`src/include/pmbus_pkg.sv`:
```
// package: constants for program memory mode and external bus block
package pmbus_pkg;
  // processor modes selected by configuration bits
  typedef enum logic [1:0] {
    PMBUS_MICROPROC = 2'h3, // erased state (unprogrammed)
    PMBUS_EXT_MCU = 2'h2,
    PMBUS_MCU = 2'h1,
    PMBUS_PROT_MCU = 2'h0
  } pmbus_mode_t;
  // address widths and vectors
  localparam int PC_W = 16;
  localparam int WORD_W = 16;
  localparam logic [15:0] RESET_VEC = 16'h0000;
  localparam logic [15:0] INT_VEC0 = 16'h0008;
  localparam logic [15:0] INT_VEC1 = 16'h0010;
  localparam logic [15:0] INT_VEC2 = 16'h0018;
  localparam logic [15:0] INT_VEC3 = 16'h0020;
  // implemented internal program memory size, words
  localparam int INT_WORDS = 256;
  localparam logic [15:0] INT_LIMIT = 16'h0100;
  // start of configuration/test/boot area
  localparam logic [15:0] SPECIAL_BASE = 16'hFE00;
  // unknown data returned above internal memory
  localparam logic [15:0] UNKNOWN_WORD = 16'hFFFF;
  // control port bit positions
  localparam int CTL_ALE = 0;
  localparam int CTL_OE = 1;
  localparam int CTL_WR = 2;
  // external access time budget: 121 ns instruction cycle
  localparam int TCY_NS = 121;
  localparam int CLK_NS = 8;
  localparam int ALE_CYC = 2;
  localparam int OE_CYC = (TCY_NS / CLK_NS) - ALE_CYC; // longest time rounds down
endpackage : pmbus_pkg

```
`src/logic/pmbus_mode_dec.sv`:
```
// module: decodes processor mode into access permissions
`timescale 1ns/10ps
module pmbus_mode_dec (
  // mode and address
  input wire logic [1:0] mode_i,
  input wire logic [15:0] addr_i,
  // decoded routing
  output logic use_ext_o,
  output logic int_allowed_o,
  output logic special_allowed_o,
  output logic protect_o,
  output logic bus_enabled_o
);
  // combinational decode of mode and fetch address
  always_comb begin
    use_ext_o = 1'b0;
    int_allowed_o = 1'b0;
    special_allowed_o = 1'b0;
    protect_o = 1'b0;
    bus_enabled_o = 1'b0;
    case (pmbus_pkg::pmbus_mode_t'(mode_i))
      pmbus_pkg::PMBUS_MICROPROC: begin // external only
        use_ext_o = 1'b1;
        bus_enabled_o = 1'b1;
      end
      pmbus_pkg::PMBUS_EXT_MCU: begin // switch by address
        use_ext_o = (addr_i >= pmbus_pkg::INT_LIMIT);
        int_allowed_o = 1'b1;
        bus_enabled_o = 1'b1;
      end
      pmbus_pkg::PMBUS_MCU: begin // internal only
        int_allowed_o = 1'b1;
        special_allowed_o = 1'b1;
      end
      pmbus_pkg::PMBUS_PROT_MCU: begin // internal plus protection
        int_allowed_o = 1'b1;
        special_allowed_o = 1'b1;
        protect_o = 1'b1;
      end
      default: begin
        use_ext_o = 1'b1;
      end
    endcase
  end
endmodule : pmbus_mode_dec

```
`src/logic/pmbus_fetch.sv`:
```
// module: program fetch unit with multiplexed external program bus
// Contract
// - program and data memories use separate buses
// - sixteen-bit counter spans 64K words
// - reset at 0000h, vectors 0008h to 0020h
// - mode comes from configuration bits
// - microcontroller modes fetch internal, unknown above
// - protected mode enables code protection
// - extended mode switches internal/external by address
// - microprocessor mode fetches all externally
// - erased configuration means microprocessor mode
// - special areas only in microcontroller modes
// - data accesses never reach external bus
// - external modes make ports a bus
// - control strobes mirror internal fetches too in extended mode
`timescale 1ns/10ps
module pmbus_fetch (
  // clock and reset
  input wire logic REF_CLK_I,
  input wire logic RST_I,
  // configuration bits, 2'b11 when erased
  input wire logic [1:0] CFG_MODE_I,
  // core fetch request side
  input wire logic FETCH_REQ_I,
  input wire logic LOAD_PC_I,
  input wire logic [15:0] LOAD_ADDR_I,
  input wire logic INT_REQ_I,
  input wire logic [1:0] INT_SEL_I,
  output logic FETCH_BUSY_O,
  output logic FETCH_VALID_O,
  output logic [15:0] INSTR_O,
  output logic [15:0] PC_O,
  output logic FETCH_ERR_O,
  output logic CODE_PROTECT_O,
  output logic SPECIAL_OK_O,
  // internal program memory port
  output logic [15:0] INT_ADDR_O,
  input wire logic [15:0] INT_DATA_I,
  // multiplexed address/data ports, low and high
  input wire logic [7:0] LOW_ADDR_DATA_PORT_I,
  output logic [7:0] LOW_ADDR_DATA_PORT_O,
  output logic [7:0] LOW_ADDR_DATA_PORT_OE_O,
  input wire logic [7:0] HIGH_ADDR_DATA_PORT_I,
  output logic [7:0] HIGH_ADDR_DATA_PORT_O,
  output logic [7:0] HIGH_ADDR_DATA_PORT_OE_O,
  // bus control port bits 2:0, active high latch, active low strobes
  output logic [2:0] BUS_CONTROL_PORT_O,
  output logic [2:0] BUS_CONTROL_PORT_OE_O
);
  // fetch sequencer states
  typedef enum logic [1:0] {PMBUS_IDLE, PMBUS_ADDR, PMBUS_DATA, PMBUS_DONE} pmbus_state_t;

  pmbus_state_t state; // sequencer state
  pmbus_state_t next_state;
  logic [15:0] pc; // program counter
  logic [15:0] next_pc;
  logic [15:0] fetch_addr; // address of fetch in flight
  logic [15:0] next_fetch_addr;
  logic [15:0] instr; // captured instruction word
  logic [15:0] next_instr;
  logic [3:0] cnt; // phase cycle counter
  logic [3:0] next_cnt;
  logic valid;
  logic next_valid;
  logic err;
  logic next_err;
  logic [1:0] mode; // latched configuration
  logic [1:0] next_mode;
  logic [7:0] low_s1, low_s2, low_s3; // pin synchronisers
  logic [7:0] high_s1, high_s2, high_s3;
  logic [7:0] low_f, high_f; // pin values once two stages agree
  logic use_ext, int_ok, spec_ok, prot, bus_en;

  // vector select for interrupt entry
  function automatic logic [15:0] vec_of(input logic [1:0] sel);
    case (sel)
      2'h0: vec_of = pmbus_pkg::INT_VEC0;
      2'h1: vec_of = pmbus_pkg::INT_VEC1;
      2'h2: vec_of = pmbus_pkg::INT_VEC2;
      default: vec_of = pmbus_pkg::INT_VEC3;
    endcase
  endfunction : vec_of

  // mode and address decode
  pmbus_mode_dec u_dec (
    .mode_i(mode),
    .addr_i(fetch_addr),
    .use_ext_o(use_ext),
    .int_allowed_o(int_ok),
    .special_allowed_o(spec_ok),
    .protect_o(prot),
    .bus_enabled_o(bus_en)
  );

  // three-stage synchronisers on bus inputs
  always_ff @(posedge REF_CLK_I) begin
    low_s1 <= LOW_ADDR_DATA_PORT_I;
    low_s2 <= low_s1;
    low_s3 <= low_s2;
    high_s1 <= HIGH_ADDR_DATA_PORT_I;
    high_s2 <= high_s1;
    high_s3 <= high_s2;
    // a pin change counts only once the second and third stages agree
    if (low_s2 == low_s3) begin
      low_f <= low_s3;
    end
    if (high_s2 == high_s3) begin
      high_f <= high_s3;
    end
  end

  // next-state logic for sequencer and counter
  always_comb begin
    next_state = state;
    next_pc = pc;
    next_fetch_addr = fetch_addr;
    next_instr = instr;
    next_cnt = cnt;
    next_valid = 1'b0;
    next_err = err;
    next_mode = mode;
    case (state)
      PMBUS_IDLE: begin
        next_mode = CFG_MODE_I; // mode follows configuration bits
        if (INT_REQ_I) begin
          next_pc = vec_of(INT_SEL_I); // vector entry
        end else if (LOAD_PC_I) begin
          next_pc = LOAD_ADDR_I;
        end else if (FETCH_REQ_I) begin
          next_fetch_addr = pc;
          next_pc = pc + 16'h0001; // wraps over 64K words
          next_cnt = 4'h0;
          next_state = PMBUS_ADDR;
        end
      end
      PMBUS_ADDR: begin // address phase with latch strobe
        next_cnt = cnt + 4'h1;
        if (cnt == 4'(pmbus_pkg::ALE_CYC - 1)) begin
          next_cnt = 4'h0;
          next_state = PMBUS_DATA;
        end
      end
      PMBUS_DATA: begin // bus released, read strobe
        next_cnt = cnt + 4'h1;
        if (cnt == 4'(pmbus_pkg::OE_CYC - 1)) begin
          next_state = PMBUS_DONE;
          next_err = 1'b0;
          if (use_ext) begin
            next_instr = {high_f, low_f}; // external word
          end else if (fetch_addr < pmbus_pkg::INT_LIMIT) begin
            next_instr = INT_DATA_I; // external answer discarded
          end else begin
            next_instr = pmbus_pkg::UNKNOWN_WORD; // beyond internal memory
            next_err = 1'b1;
          end
          if (fetch_addr >= pmbus_pkg::SPECIAL_BASE && !spec_ok && !use_ext) begin
            next_instr = pmbus_pkg::UNKNOWN_WORD; // special areas denied
            next_err = 1'b1;
          end
          if (!int_ok && !use_ext) begin
            next_err = 1'b1;
          end
        end
      end
      PMBUS_DONE: begin
        next_valid = 1'b1;
        next_state = PMBUS_IDLE;
      end
      default: next_state = PMBUS_IDLE;
    endcase
  end

  // register update
  always_ff @(posedge REF_CLK_I) begin
    if (RST_I) begin
      state <= PMBUS_IDLE;
      pc <= pmbus_pkg::RESET_VEC;
      fetch_addr <= pmbus_pkg::RESET_VEC;
      instr <= 16'h0000;
      cnt <= 4'h0;
      valid <= 1'b0;
      err <= 1'b0;
      mode <= pmbus_pkg::PMBUS_MICROPROC; // erased default
    end else begin
      state <= next_state;
      pc <= next_pc;
      fetch_addr <= next_fetch_addr;
      instr <= next_instr;
      cnt <= next_cnt;
      valid <= next_valid;
      err <= next_err;
      mode <= next_mode;
    end
  end

  // bus pins: address driven only in address phase, data memory never here
  always_comb begin
    LOW_ADDR_DATA_PORT_O = fetch_addr[7:0];
    HIGH_ADDR_DATA_PORT_O = fetch_addr[15:8];
    LOW_ADDR_DATA_PORT_OE_O = (bus_en && state == PMBUS_ADDR) ? 8'hFF : 8'h00;
    HIGH_ADDR_DATA_PORT_OE_O = (bus_en && state == PMBUS_ADDR) ? 8'hFF : 8'h00;
    BUS_CONTROL_PORT_OE_O = bus_en ? 3'h7 : 3'h0;
    BUS_CONTROL_PORT_O = 3'h6; // idle: latch low, strobes high
    if (bus_en && state == PMBUS_ADDR) begin
      BUS_CONTROL_PORT_O[pmbus_pkg::CTL_ALE] = 1'b1; // toggles even internal
    end
    if (bus_en && state == PMBUS_DATA) begin
      BUS_CONTROL_PORT_O[pmbus_pkg::CTL_OE] = 1'b0;
    end
  end

  // core-side outputs
  assign INT_ADDR_O = fetch_addr;
  assign PC_O = pc;
  assign INSTR_O = instr;
  assign FETCH_VALID_O = valid;
  assign FETCH_ERR_O = err;
  assign FETCH_BUSY_O = (state != PMBUS_IDLE);
  assign CODE_PROTECT_O = prot;
  assign SPECIAL_OK_O = spec_ok;
endmodule : pmbus_fetch

```
`config.mk`:
```
export PLATFORM = sky130hd
export DESIGN_NAME = pmbus_fetch
export DESIGN_NICKNAME = d
export VERILOG_FILES = /design/src/include/pmbus_pkg.sv /design/src/logic/pmbus_mode_dec.sv /design/src/logic/pmbus_fetch.sv
export SDC_FILE = /design/constraint.sdc
export NUM_CORES = 1
export LEC_CHECK = 0
export BUFFER_PORTS_ARGS = -buffer_cell sky130_fd_sc_hd__buf_2
export CAP_MARGIN = 5
export CORE_MARGIN = 3
export CORE_UTILIZATION = 50
export CTS_BUF_LIST = sky130_fd_sc_hd__clkbuf_8
export DETAILED_ROUTE_END_ITERATION = 6
export MAX_ROUTING_LAYER = met4
export PLACE_DENSITY = 0.76
export REMOVE_ABC_BUFFERS = 1
export SYNTH_ARGS = -nofsm -noshare
export SYNTH_HDL_FRONTEND = slang
export SYNTH_HIERARCHICAL = 1
export SYNTH_SLANG_ARGS = --single-unit
```
`constraint.sdc`:
```
create_clock -name REF_CLK_I -period 2.7 [get_ports REF_CLK_I]
set_input_delay 0.675 -clock REF_CLK_I [delete_from_list [all_inputs] [get_ports REF_CLK_I]]
set_output_delay 0.675 -clock REF_CLK_I [all_outputs]
set_load 0.01 [all_outputs]
```
==> summary.txt <==
Outcome - finished clean
Worst Tran Pin Value - 0.791 ns
Unrepaired setup endpoints after global routing - false
Worst EP required - 2.03 ns
Area taken by multi-input logic gates - 1870 um^2
Fin. Hold Viols - 0
Gate power share - 20.6%
Max Root-Sink Buffers - 2
Initial antenna violation count - 0
Placed insts - 724
Distinct cells, synth - 58
Pwr Density - 791 nW/um^2
CTS H-tree depth - 4
Worst min-delay path class - reg2reg
Max-Cap Viols - 0
Fraction of layout cells with a size suffix above 1 - 30.9%
Reg clk slew, reported paths - 0.08 ns
Post-layout nets - 682
First-pass GRT wire length - 17.9 mm
Cell Count, Final, Fillers Out - 756
Max Fclk - 442 MHz
Cell-internal power - 3.12 mW
Max VDD drop - 0.805 mV
Hold-fix buffers, CTS - 0
DR WL/cell - 14.6 um
TritonCTS clock tree - built
Height of the chip - 105 um
Average vias per placed instance - 5.30
GRT overflow - 0
Clk_lat worst skew - 0.42 ns
Crit path DAT - 1.59 ns
Post-Syn Area per Cell - 9.75 um^2
Final Wtd Congestion - 0.880
Area Overhead vs Synth - 19.9%
# rows - 35
Io pins - 148
Post-layout min period - 2.26 ns
Pre-CTS setup slack - 0.395 ns
Yosys Warn Count - 6
Routed wire length - 11.0 mm
Tcrit/Tclk final - 83.8%
Sequential power share - 44.5%
Final Max Tran Viols - 0
Post-CTS Setup Bufs - 0
Finished Cell Area - 5890 um^2
# port buffers - 146
# fillers - 784
Worst path slowest cell - and2_1
DRC violations left - 0
Num CTS Buffers - 17
Drt initial violations - 183
Mapped Area - 4910 um^2
Pwr Total - 4.66 mW
Final setup margin - 0.439 ns
Worst Path Class, Setup - reg2out
Final setup violation count - 0
Number of global-route vias before repair - 3,754
Critical Path End Type - output pin
Skew final - 0.0136 ns
Dpl hpwl - 7.99 mm
CP cell instances - inv_1 > ha_1 > and2_1 > buf_2
Post-synthesis sequential area ratio - 53.0%
Die ar. - 11,100 um^2
Largest net degree at the start of global routing - 45
Clock power share - 34.9%
Post-synth EDFFs - 16
CTS Sinks - 122
Rel. slew slack - 47.2%
Setup Total Neg Slack - 0 ns
Initial DRT Pass Iterations - 4
Synth Instances - 504
Final ANT Viol Nets - 0
P_leak - 2.48 nW
Root Driver - clkbuf_8
Vias - 4,010
Initial core utilization - 52.2%
Tot GR Track Use - 20.7%
Die X - 105 um
Diodes inserted - 0
Slowest cell delay on critical path - 0.35 ns
Switching Share - 33.0%
Core Box Area - 9420 um^2
Yosys reg bits - 122
Critical Path Source Type - flop
Ys async rst share - 0%
Reg area - 2600 um^2
Worst-path maximum fanout - 17
Post-cts sizing count - 0
Post-DP Area - 5480 um^2
NetSw - 1.54 mW
Main synth FF type - dfxtp_1
==> layout by cell type (no fill, tap or decap), drive strengths merged, types with 4 or more instances in the layout <==
cell type  count
a211o          4
a211oi        21
a21oi         33
buf          153
clkbuf        17
dfxtp        106
edfxtp        16
ha            11
inv           27
mux2i          5
nand2         50
nand2b         4
nand3          9
nand4          7
nor2          40
nor2b          7
nor3          10
nor4           8
o21ai         12
o22ai         19
xnor2         21
==> sequential cells by signal (all words and copies together), names as in the netlist, 8 cells and up <==
signal,cells
PC_O,16
high_s2,8
high_s3,8
low_f,8
low_s1,8
INT_ADDR_O,16
INSTR_O,16
high_s1,8
low_s3,8
high_f,8
low_s2,8
==> routing by layer <==
| metal | vias up | GRT usage (%) | wire, um |
|---|---|---|---|
| li1 | 1972 | - | - |
| met1 | 1836 | 25.0 | 4680 |
| met2 | 181 | 33.1 | 5330 |
| met4 | 0 | 8.81 | 216 |
| met5 | - | - | 0 |
| met3 | 21 | 4.88 | 785 |
==> final timing paths <==
kind,end,cells past startpoint,start,slack [ns]
worst max-delay path,HIGH_ADDR_DATA_PORT_OE_O[5],4,state[1]$_SDFFE_PP0P_,0.44
worst min-delay path,high_s2[1]$_DFF_P_,0,high_s1[1]$_DFF_P_,0.33
worst max register to register,cnt[3]$_SDFFE_PP0P_,6,state[0]$_SDFFE_PP0P_,0.58
worst min register to register,high_s2[1]$_DFF_P_,0,high_s1[1]$_DFF_P_,0.33
==> critical path: cells and delay by family, from the launching register on <==
kind / cells / cell delay [ns]
AND/OR/NAND/NOR: 1 / 0.35
flip-flops: 1 / 0.34
buffers and inverters: 2 / 0.29
adder cells (fa/ha/maj): 1 / 0.19
==> synthesized netlist by cell type (5+ instances only) <==
cell	n	area share [%]
buf_4	36	5.5
ha_1	11	2.8
o22ai_1	19	2.4
buf_2	5	0.51
a21oi_1	33	3.4
mux2i_1	5	1.0
nor2_1	40	3.1
nand3_1	8	0.82
clkbuf_1	18	1.4
nand4_1	7	0.89
xnor2_1	21	3.7
nor3_1	10	1.0
a211oi_1	21	3.2
dfxtp_1	106	43
nand2_1	50	3.8
edfxtp_1	16	9.8
nor2b_1	7	0.89
inv_1	17	1.3
nor4_1	7	0.89
o21ai_0	12	1.2
==> cells by family (layout without fill, tap and decap cells) <==
group,after synthesis,after routing,share of synthesized area [%]
xor+xnor,22,22,3.92
flops,122,122,53.0
simple gates,151,151,15.2
compound gates,112,112,15.0
mux,5,5,1.02
other cells,1,1,0.0763
fa+ha+maj,11,11,2.80
buf+inv,80,203,8.99
==> power groups by stage <==
| stage | Combinational [mW] | Clock [mW] | Sequential, mW |
|---|---|---|---|
| CTS | 0.965 | 1.66 | 2.07 |
| detailed placement | 0.959 | 0 | 2.12 |
| finish | 0.961 | 1.62 | 2.07 |
| global route | 1.06 | 1.75 | 2.09 |
| floorplan | 0.549 | 0 | 2.12 |
| global placement | 0.933 | 0 | 2.11 |
==> stage by stage <==
step           hold WS [ns]  utilization [%]
2_1_floorplan         0.310                -
3_3_place_gp          0.310             58.2
3_5_place_dp          0.312             58.2
4_1_cts               0.326             62.5
5_1_grt               0.315             62.5
6_report              0.331             62.5
==> final cells by class <==
type,count,share of cell area [%]
repair buffers,153,13.3
clock inverters,15,2.91
flip-flops and latches,122,44.2
well taps,129,2.74
multi-input cells,302,31.7
clock buffers,17,3.97
inverters,18,1.15
Power figures use the tool's default switching activity.
